==> src/frbus_pkg.sv <==
// package: constants and types for the flash/ram shared bus host controller
// Notes on behaviour
// - slash-named control pins are active low
// - drive only listed pin combinations
// - ram deselected during any flash access
// - flash standby or reset during ram access
// - flash read tolerates write enable low
// - standby-mode select high during ram access
// - protection and id through command sequences
package frbus_pkg;
	localparam int FRBUS_DATA_W = 16;
	localparam int FRBUS_FADDR_W = 22;
	localparam int FRBUS_RADDR_W = 20;
	localparam int FRBUS_CLK_MHZ = 20;
	// access strobe width and turnaround, in ns
	localparam int FRBUS_STROBE_NS = 100;
	localparam int FRBUS_STROBE_CYC = (FRBUS_STROBE_NS * FRBUS_CLK_MHZ + 999) / 1000;
	localparam int FRBUS_RECOVER_NS = 50;
	localparam int FRBUS_RECOVER_CYC = (FRBUS_RECOVER_NS * FRBUS_CLK_MHZ + 999) / 1000;
	localparam int FRBUS_CNT_W = 4;
	// flash bank boundaries (word address bits 21:19)
	localparam logic [2:0] FRBUS_BANK_A_TOP = 3'h0;
	localparam logic [2:0] FRBUS_BANK_C_TOP = 3'h6;
	localparam int FRBUS_SECTORS = 142;
	typedef enum logic [1:0] {FRBUS_OP_READ, FRBUS_OP_WRITE} frbus_op_t;
	typedef enum logic {FRBUS_DIE_FLASH, FRBUS_DIE_RAM} frbus_die_t;
	typedef enum logic [1:0] {FRBUS_IDLE, FRBUS_STROBE, FRBUS_RECOVER} frbus_state_t;

	// bank index 0..3 from a flash word address
	function automatic logic [1:0] frbus_bank(input logic [FRBUS_FADDR_W-1:0] addr);
		logic [2:0] top;
		top = addr[FRBUS_FADDR_W-1 -: 3];
		if (top == FRBUS_BANK_A_TOP)
			return 2'h0;
		else if (top < 3'h4)
			return 2'h1;
		else if (top <= FRBUS_BANK_C_TOP)
			return 2'h2;
		else
			return 2'h3;
	endfunction : frbus_bank
endpackage : frbus_pkg

==> src/frbus_host.sv <==
// module: host controller driving the shared flash/ram package bus
`timescale 1ns/1ns
`default_nettype none
module frbus_host
	import frbus_pkg::*;
(
	input wire logic i_clk,
	input wire logic i_rstn,
	input wire logic i_req,
	input wire logic i_die,
	input wire logic i_write,
	input wire logic [FRBUS_FADDR_W-1:0] i_addr,
	input wire logic [FRBUS_DATA_W-1:0] i_wdata,
	input wire logic [1:0] i_byte_en,
	input wire logic i_flash_reset,
	input wire logic i_boot_protect,
	input wire logic i_ram_deep_sleep,
	input wire logic [FRBUS_DATA_W-1:0] i_dq,
	input wire logic i_ready_busy_out,
	output logic o_busy,
	output logic o_done,
	output logic [FRBUS_DATA_W-1:0] o_rdata,
	output logic o_flash_ready,
	output logic [1:0] o_flash_bank,
	output logic [FRBUS_FADDR_W-1:0] o_addr,
	output logic [FRBUS_DATA_W-1:0] o_dq,
	output logic [1:0] o_dq_oe,
	output logic o_flash_chip_select_n,
	output logic o_ram_chip_select_n,
	output logic o_oe_n,
	output logic o_we_n,
	output logic o_low_byte_select_n,
	output logic o_high_byte_select_n,
	output logic o_ram_mode,
	output logic o_flash_reset_n,
	output logic o_boot_protect_accel_n
);
	typedef struct packed {
		frbus_state_t st;
		logic busy;
		logic done;
		logic [FRBUS_DATA_W-1:0] rdata;
		logic ready;
		logic [1:0] bank;
		logic [FRBUS_FADDR_W-1:0] addr;
		logic [FRBUS_DATA_W-1:0] dq;
		logic [1:0] dq_oe;
		logic fcs_n;
		logic rcs_n;
		logic oe_n;
		logic we_n;
		logic lb_n;
		logic ub_n;
		logic mode;
		logic frst_n;
		logic wp_n;
		logic write;
		logic die;
	} frbus_host_state_t;
	frbus_host_state_t s, next_s;
	logic tmr_load;
	logic [FRBUS_CNT_W-1:0] tmr_count;
	logic tmr_done;

	frbus_strobe_timer u_timer (
		.i_clk(i_clk),
		.i_rstn(i_rstn),
		.i_load(tmr_load),
		.i_count(tmr_count),
		.o_done(tmr_done)
	);

	always_comb
	begin
		next_s = s;
		tmr_load = 1'b0;
		tmr_count = FRBUS_CNT_W'(FRBUS_STROBE_CYC);
		next_s.done = 1'b0;
		next_s.ready = i_ready_busy_out;
		next_s.frst_n = !i_flash_reset;
		next_s.wp_n = !i_boot_protect;
		unique case (s.st)
			FRBUS_IDLE:
			begin
				// deep sleep only while ram is deselected
				next_s.mode = !i_ram_deep_sleep;
				next_s.fcs_n = 1'b1;
				next_s.rcs_n = 1'b1;
				next_s.oe_n = 1'b1;
				next_s.we_n = 1'b1;
				next_s.lb_n = 1'b1;
				next_s.ub_n = 1'b1;
				next_s.dq_oe = 2'h0;
				if (i_req && !(i_die == FRBUS_DIE_FLASH && i_flash_reset))
				begin
					next_s.st = FRBUS_STROBE;
					next_s.busy = 1'b1;
					next_s.write = i_write;
					next_s.die = i_die;
					next_s.addr = i_addr;
					next_s.bank = frbus_bank(i_addr);
					next_s.oe_n = i_write;
					next_s.we_n = !i_write;
					tmr_load = 1'b1;
					if (i_die == FRBUS_DIE_RAM)
					begin
						next_s.mode = 1'b1;
						next_s.rcs_n = 1'b0;
						next_s.lb_n = !i_byte_en[0];
						next_s.ub_n = !i_byte_en[1];
						next_s.addr = {2'h0, i_addr[FRBUS_RADDR_W-1:0]};
						next_s.dq_oe = i_write ? i_byte_en : 2'h0;
					end
					else
					begin
						next_s.mode = 1'b1;
						next_s.fcs_n = 1'b0;
						next_s.dq_oe = i_write ? 2'h3 : 2'h0;
					end
					next_s.dq = i_wdata;
				end
			end
			FRBUS_STROBE:
			begin
				if (tmr_done)
				begin
					if (!s.write)
						next_s.rdata = i_dq;
					next_s.oe_n = 1'b1;
					next_s.we_n = 1'b1;
					next_s.st = FRBUS_RECOVER;
					tmr_load = 1'b1;
					tmr_count = FRBUS_CNT_W'(FRBUS_RECOVER_CYC);
				end
			end
			FRBUS_RECOVER:
			begin
				if (tmr_done)
				begin
					next_s.fcs_n = 1'b1;
					next_s.rcs_n = 1'b1;
					next_s.lb_n = 1'b1;
					next_s.ub_n = 1'b1;
					next_s.dq_oe = 2'h0;
					next_s.busy = 1'b0;
					next_s.done = 1'b1;
					next_s.st = FRBUS_IDLE;
				end
			end
			default:
				next_s.st = FRBUS_IDLE;
		endcase
	end

	always_ff @(posedge i_clk or negedge i_rstn)
	begin
		if (!i_rstn)
		begin
			s <= '0;
			s.st <= FRBUS_IDLE;
			s.fcs_n <= 1'b1;
			s.rcs_n <= 1'b1;
			s.oe_n <= 1'b1;
			s.we_n <= 1'b1;
			s.lb_n <= 1'b1;
			s.ub_n <= 1'b1;
			s.mode <= 1'b1;
			s.frst_n <= 1'b1;
			s.wp_n <= 1'b1;
		end
		else
			s <= next_s;
	end

	assign o_busy = s.busy;
	assign o_done = s.done;
	assign o_rdata = s.rdata;
	assign o_flash_ready = s.ready;
	assign o_flash_bank = s.bank;
	assign o_addr = s.addr;
	assign o_dq = s.dq;
	assign o_dq_oe = s.dq_oe;
	assign o_flash_chip_select_n = s.fcs_n;
	assign o_ram_chip_select_n = s.rcs_n;
	assign o_oe_n = s.oe_n;
	assign o_we_n = s.we_n;
	assign o_low_byte_select_n = s.lb_n;
	assign o_high_byte_select_n = s.ub_n;
	assign o_ram_mode = s.mode;
	assign o_flash_reset_n = s.frst_n;
	assign o_boot_protect_accel_n = s.wp_n;
endmodule : frbus_host
`default_nettype wire

==> src/frbus_strobe_timer.sv <==
// module: down-counter that times bus strobe phases
`timescale 1ns/1ns
`default_nettype none
module frbus_strobe_timer
	import frbus_pkg::*;
(
	input wire logic i_clk,
	input wire logic i_rstn,
	input wire logic i_load,
	input wire logic [FRBUS_CNT_W-1:0] i_count,
	output logic o_done
);
	typedef struct packed {
		logic [FRBUS_CNT_W-1:0] cnt;
		logic done;
	} frbus_tmr_t;
	frbus_tmr_t s, next_s;

	always_comb
	begin
		next_s = s;
		if (i_load)
		begin
			next_s.cnt = i_count;
			next_s.done = 1'b0;
		end
		else if (s.cnt != '0)
		begin
			next_s.cnt = s.cnt - 1'b1;
			next_s.done = (s.cnt == 4'h1);
		end
		else
			next_s.done = 1'b0;
	end

	always_ff @(posedge i_clk or negedge i_rstn)
	begin
		if (!i_rstn)
			s <= '0;
		else
			s <= next_s;
	end

	assign o_done = s.done;
endmodule : frbus_strobe_timer
`default_nettype wire

==> config.mk <==
export PLATFORM = sky130hd
export DESIGN_NAME = frbus_host
export DESIGN_NICKNAME = d
export VERILOG_FILES = /design/src/frbus_pkg.sv /design/src/frbus_host.sv /design/src/frbus_strobe_timer.sv
export SDC_FILE = /design/constraint.sdc
export NUM_CORES = 1
export LEC_CHECK = 0
export ABC_AREA = 1
export BUFFER_PORTS_ARGS = -buffer_cell sky130_fd_sc_hd__buf_4
export CAP_MARGIN = 20
export CORE_MARGIN = 10
export CORE_UTILIZATION = 46
export CTS_BUF_LIST = sky130_fd_sc_hd__clkbuf_8
export CTS_CLUSTER_SIZE = 8
export DETAILED_ROUTE_END_ITERATION = 10
export PLACE_DENSITY = 0.87
export SLEW_MARGIN = 20
export SYNTH_ARGS = -nofsm -noshare
export SYNTH_HDL_FRONTEND = slang
export SYNTH_SLANG_ARGS = --single-unit
==> constraint.sdc <==
create_clock -name i_clk -period 1.2 [get_ports i_clk]
set_clock_uncertainty 0.15 [all_clocks]
set_input_delay 0.06 -clock i_clk [delete_from_list [all_inputs] [get_ports i_clk]]
set_output_delay 0.06 -clock i_clk [all_outputs]
set_load 0.05 [all_outputs]
==> results of run 1 <==
-- through the flow --
step	setup TNS (ns)	util (%)	cell area, sq um	power [mW]
after CTS	-13.48	75.0	5770	16.9
final	-15.62	80.5	6190	17.9
after global placement	-8.74	57.9	4450	13.1
after floorplan	-4.74	-	3620	11.7
after detailed placement	-11.33	57.9	4450	13.4
after global routing	-20.43	80.5	6190	18.8
-- synthesized netlist by cell type --
library cell | count | area, sq um
nand2_1 | 198 | 743
dfrtp_1 | 69 | 1730
buf_4 | 58 | 435
inv_1 | 18 | 67.6
nand3_1 | 10 | 50.1
dfstp_2 | 9 | 236
nor2_1 | 8 | 30.0
buf_2 | 6 | 30.0
nand4_1 | 5 | 31.3
o21ai_0 | 5 | 25.0
buf_6 | 4 | 45.0
o21ai_1 | 4 | 20.0
ha_1 | 3 | 37.5
nor2_4 | 2 | 22.5
a21oi_1 | 1 | 5.00
inv_2 | 1 | 3.75
inv_4 | 1 | 6.26
nand2_4 | 1 | 11.3
nand3_4 | 1 | 17.5
nand3b_2 | 1 | 11.3
nor2_8 | 1 | 20.0
o211ai_1 | 1 | 7.51
o21bai_1 | 1 | 7.51
xnor2_1 | 1 | 8.76
-- per-layer routing --
layer	global-route usage, %	wire, um
met1	21.0	4560
met3	6.78	969
met4	6.40	362
met2	33.4	6380
met5	0	0
-- repair_timing --
action | 4_1_cts | 5_1_grt
resized for setup | 66 | 102
hold buffers | 65 | 0
buffers inserted | 8 | 5
cloned | 7 | 3
pin swaps | 16 | 34
hold endpoints to repair | 146 | 0
endpoints found under the setup margin | 83 | 84
-- final cells by class --
type	count	area share [%]
multi-input cells	244	23.4
repair buffers	242	37.6
clock inverters	7	1.72
inverters	20	1.46
well taps	102	2.06
clock buffers	9	2.00
flip-flops and latches	78	31.7
-- logic make-up (layout without fill, tap and decap cells) --
group           count (synthesis)  count (layout)  share of synthesized area, %
fa+ha+maj                       3               3                          1.04
simple gates                  227             228                          26.0
flops                          78              78                          54.5
buf+inv                        88             278                          16.3
xor+xnor                        1               1                         0.243
compound gates                 12              12                          1.81
-- registers in the layout (all words and copies together) (netlist names), 2 cells and up --
register and count:
u_timer.s 4, o_addr 22, o_rdata 16, o_flash_bank 2, o_dq 16, s 3, o_dq_oe 2
-- report_power, final --
part | switching [mW] | total [mW] | internal [mW] | leakage, nW
clock | 0.922 | 2.28 | 1.36 | 0.127
sequential | 0.834 | 4.73 | 3.90 | 0.945
combinational | 6.91 | 10.9 | 3.99 | 2.26
total | 8.67 | 17.9 | 9.25 | 3.33
-- how the worst max path moves through the flow --
stage / depth (start not counted) / slack [ns] / to
after CTS: 6 / -0.24 / o_rdata[13]
after global placement: 6 / -0.19 / o_rdata[8]
after floorplan: 5 / -0.09 / o_flash_bank[0]
after global routing: 7 / -0.36 / o_rdata[5]
after detailed placement: 7 / -0.23 / o_rdata[12]
final: 8 / -0.29 / u_timer.o_done
-- placed cells by master, fill, tap and decap left out --
cell type	count
a21oi_4	1
buf_12	6
buf_16	6
buf_4	143
buf_6	8
buf_8	12
bufinv_16	3
clkbuf_16	2
clkbuf_8	9
clkinv_2	1
clkinv_8	1
dfrtp_1	68
dfrtp_2	1
dfstp_2	9
dlygate4sd3_1	65
ha_1	3
inv_1	20
inv_2	1
inv_4	1
nand2_1	115
nand2_2	58
nand2_4	26
nand3_1	8
nand3_2	2
nand3_4	1
nand3b_4	1
nand4_1	5
nor2_1	7
nor2_2	1
nor2_4	3
nor2_8	1
o211ai_1	1
o21ai_0	1
o21ai_1	5
o21ai_2	3
o21bai_4	1
xnor2_1	1
-- critical path, delay by kind of cell, from the launching register on --
kind                   cells  cell delay (ns)
DFF                        1             0.42
buffers and inverters      4             0.43
and+or+nand+nor            4             0.38
==> out/summary.txt, run 1 <==
Hold Slack: 0.0402 ns
Port Buffers: 134
fmax: 669 MHz
gr ovfl total: 0
Via Count: 3378
Worst-Margin Slew: 0.411 ns
FF-to-FF path depth: 8
Inst Count DP: 599
clk sinks: 78
vias in the first global route: 3567
Yosys warnings: 0
RR Startpoint: s[72]
R2R setup slack: -0.29 ns
Slew Limit Fails: 0
Die Span X: 108 um
syn_nets: 477
maximum capacitance violations: 0
RD Place Congestion: 0.799
area growth from synthesis to layout: 72.0%
most frequent CP cell: buf_6
total track usage: 19.1%
TritonRoute pass-1 iters: 5
largest net degree at the start of global routing: 79
aggregate routed wire length: 12.3 mm
CP Launch Type: flop
synthesized flop and latch total: 78
Leak: 3.33 nW
DRC Markers: 0
pre-CTS setup slack: -0.227 ns
HPWL after DPL: 6.72 mm
final std cells w/o fill: 702
outcome: finished with violations
CP max FO: 6
Critical Path RT: 1.28 ns
multi-input logic area: 1450 sq um
Die Footprint: 11800 sq um
cells along the critical path: buf_6 -> inv_4 -> nor2_4 -> nand2_4 -> buf_4 -> buf_6 -> nand2_2 -> nor2_1
final setup fails: 83
Hold Crit Depth: 6
CTS clk-pin slew, worst paths: 0.08 ns
syn_area_per_cell: 8.80 sq um
root buffer cell: clkbuf_8
VDD IR max: 0.00204 V
htree depth: 3
first-pass GRT wire length: 17.9 mm
Slew HR: 72.6%
critical path arrival: 1.57 ns
core area: 7690 sq um
CTS Buf Count: 9
initial antenna violation count: 0
initial drt markers: 121
FILL cells: 456
fin worst setup slack: -0.295 ns
failing checks: setup timing
hold path endpoint: o_oe_n
die height: 108 um
Wirelength per Cell: 17.5 um
RSZ-0062 raised after global routing: yes
Initial Util: 46.8%
CTS tree: done
fraction of layout cells with a size suffix above 1: 50.2%
I/O pin cnt: 135
Worst Setup SP: s[72]
Final nets: 663
largest incremental delay on the critical path: 0.42 ns
Mapped Cells: 409
register area: 1960 sq um
fin crit period: 1.49 ns
hold_sp: i_req
class of the worst hold path: in2reg
count of cell types in the netlist: 24
final antenna-violating net count: 0
Synth Cell Area: 3600 sq um
Setup crit end kind: flop
vias per cell: 4.81
WS Path Type: reg2reg
Skew-Pair Late Insertion Delay: 0.34 ns
Worst R2R End: u_timer.o_done
Diodes inserted: 0
Clock Tree Buf Depth: 2
crit share post-route: 125%
Final Hold Viols: 0
FP Rows: 32
fraction of the yosys area taken by sequential cells: 54.5%
CP max stage cell: dfrtp_1
PD cells: 2900 nW/um^2
(Power assumes the default switching activity.)
==> inputs of run 2 (changes only) <==
Settings changed: CAP_MARGIN 20 to default, CORE_ASPECT_RATIO from default to 1.25, RECOVER_POWER from default to 50.
==> out/summary.txt, run 2 (synthesis gave the netlist of run 1 again) <==
Final Core Density: 71.4% (was 80.5%)
R2R setup slack: -0.18 ns (was -0.29 ns)
most frequent cells in the layout: 185 x nand2_1, 136 x buf_4, 67 x dfrtp_1 (was 143 x buf_4, 115 x nand2_1, 68 x dfrtp_1)
FP Rows: 36 (was 32)
vias in the first global route: 3544 (was 3567)
Final Hold Viols: 0 (unchanged)
first-pass GRT wire length: 17.7 mm (was 17.9 mm)
CTS tree: done (unchanged)
largest incremental delay on the critical path: 0.46 ns (was 0.42 ns)
top cell family by delay on the critical path: flip-flops (was buffers and inverters)
Buf+Inv Stages, Crit Path: 1 (was 4)
Initial Util: 46.7% (was 46.8%)
PD cells: 2980 nW/um^2 (was 2900 nW/um^2)
CP max FO: 43 (was 6)
Inst Count DP: 592 (was 599)
TritonRoute pass-1 iters: 4 (was 5)
final non-filler cell area: 5500 sq um (was 6190 sq um)
fin worst setup slack: -0.178 ns (was -0.295 ns)
class of the worst hold path: in2async (was in2reg)
FILL cells: 544 (was 456)
Via Count: 3157 (was 3378)
register area: 1970 sq um (was 1960 sq um)
final std cells w/o fill: 681 (was 702)
Slew Limit Fails: 0 (unchanged)
clk sinks: 78 (unchanged)
Setup crit end kind: flop (unchanged)
final antenna-violating net count: 0 (unchanged)
Clock Tree Buf Depth: 2 (unchanged)
die height: 119 um (was 108 um)
CTS clk-pin slew, worst paths: 0.08 ns (about the same)
gr ovfl total: 0 (unchanged)
Largest register FFs: 22 (unchanged)
Skew-Pair Late Insertion Delay: 0.35 ns (was 0.34 ns)
failing checks: setup timing (unchanged)
multi-input logic area: 1130 sq um (was 1450 sq um)
most frequent CP cell: nand2_1 (was buf_6)
core area: 7700 sq um (was 7690 sq um)
Final nets: 645 (was 663)
fin crit period: 1.38 ns (was 1.49 ns)
fmax: 726 MHz (was 669 MHz)
Die Span X: 99.1 um (was 108 um)
initial drt markers: 155 (was 121)
maximum capacitance violations: 0 (unchanged)
DRC Markers: 0 (unchanged)
HPWL after DPL: 6.89 mm (was 6.72 mm)
total track usage: 18.6% (was 19.1%)
cells along the critical path: nor2_4 -> nand3_4 -> buf_12 -> nand2_1 -> nand2_1 (was buf_6 -> inv_4 -> nor2_4 -> nand2_4 -> buf_4 -> buf_6 -> nand2_2 -> nor2_1)
vias per cell: 4.64 (was 4.81)
crit share post-route: 115% (was 125%)
Critical Path RT: 1.28 ns (about the same)
largest net degree at the start of global routing: 44 (was 79)
Leak: 2.96 nW (was 3.33 nW)
CP max stage cell: dfrtp_2 (was dfrtp_1)
WS Path Type: reg2reg (unchanged)
htree depth: 3 (unchanged)
RSZ-0062 raised after global routing: yes (unchanged)
Wirelength per Cell: 16.1 um (was 17.5 um)
CTS Buf Count: 9 (unchanged)
Slew HR: 60.2% (was 72.6%)
initial antenna violation count: 4 (was 0)
fraction of layout cells with a size suffix above 1: 37.3% (was 50.2%)
final setup fails: 79 (was 83)
root buffer cell: clkbuf_8 (unchanged)
RD Place Congestion: 0.776 (was 0.799)
setup TNS: -9.32 ns (was -15.62 ns)
Die Footprint: 11800 sq um (about the same)
commonest non-fill, non-tap cell in the layout: nand2_1 (was buf_4)
aggregate routed wire length: 11.0 mm (was 12.3 mm)
VDD IR max: 0.00175 V (was 0.00204 V)
post-placement cell area: 4440 sq um (was 4450 sq um)
outcome: finished with violations (unchanged)
area growth from synthesis to layout: 52.7% (was 72.0%)
CP Launch Type: flop (unchanged)
critical path arrival: 1.46 ns (was 1.57 ns)
Worst-Margin Slew: 0.597 ns (was 0.411 ns)
I/O pin cnt: 135 (unchanged)
Port Buffers: 134 (unchanged)
Hold Slack: 0.0982 ns (was 0.0402 ns)
-- run 2: cell count changes in the layout (fill, tap and decap cells not counted), moves of 5 or more --
cell      delta
buf_16       -6
buf_4        -7
clkbuf_4     +5
inv_1        -5
nand2_1     +70
nand2_2     -46
nand2_4     -24
-- run 2: per-layer routing --
layer  share of wire [%]  global-route usage [%]  vias up  wire, um
li1                    -                       -     1535         -
met1                  37                    17.9     1488      4040
met2                  53                    33.3      109      5760
met3                 7.6                    6.65       25       830
met4                 3.0                    9.96        0       329
met5                   0                       0        -         0
-- run 2: through the flow --
step | worst slack, ns | power [mW]
global placement | -0.0915 | 13.1
detailed placement | -0.178 | 13.3
finish | -0.178 | 16.4
floorplan | -0.0925 | 11.7
global route | -0.238 | 17.3
CTS | -0.143 | 16.2
-- run 2: timing repair --
action,CTS,global route
hold buffers,64,2
pin swaps,12,8
cloned,1,0
buffers inserted,2,4
setup endpoints to repair,81,85
gates resized for setup,27,21
hold endpoints to repair,146,5
-- run 2: final cells by class --
cell class	instances	area share, %
Clock inverter	7	2.05
Clock buffer	9	2.25
Antenna cell	4	0.182
Multi-Input combinational cell	244	20.5
Inverter	20	1.41
Timing Repair Buffer	224	35.6
Tap cell	95	2.16
Sequential cell	78	35.8
-- run 2: final timing paths --
kind                           start                      to  cells after the start
max in group asynchronous     i_rstn  o_boot_protect_accel_n                      3
min                           i_rstn              o_rdata[3]                      2
max reg2reg                    s[73]              o_addr[16]                      5
min in group i_clk             i_die                   s[72]                      6
min reg2reg                o_addr[8]               o_addr[8]                      2
max                            s[73]              o_addr[16]                      5
-- run 2: worst register-to-register path: cells and delay by family, from the launching register on --
kind | cells | cell delay [ns]
buffers and inverters | 1 | 0.21
DFF | 1 | 0.46
and+or+nand+nor | 4 | 0.45
-- run 2: power breakdown --
group	switching, mW	internal, mW
logic	6.23	3.08
registers	0.811	3.90
clock network	0.977	1.37
total	8.02	8.35
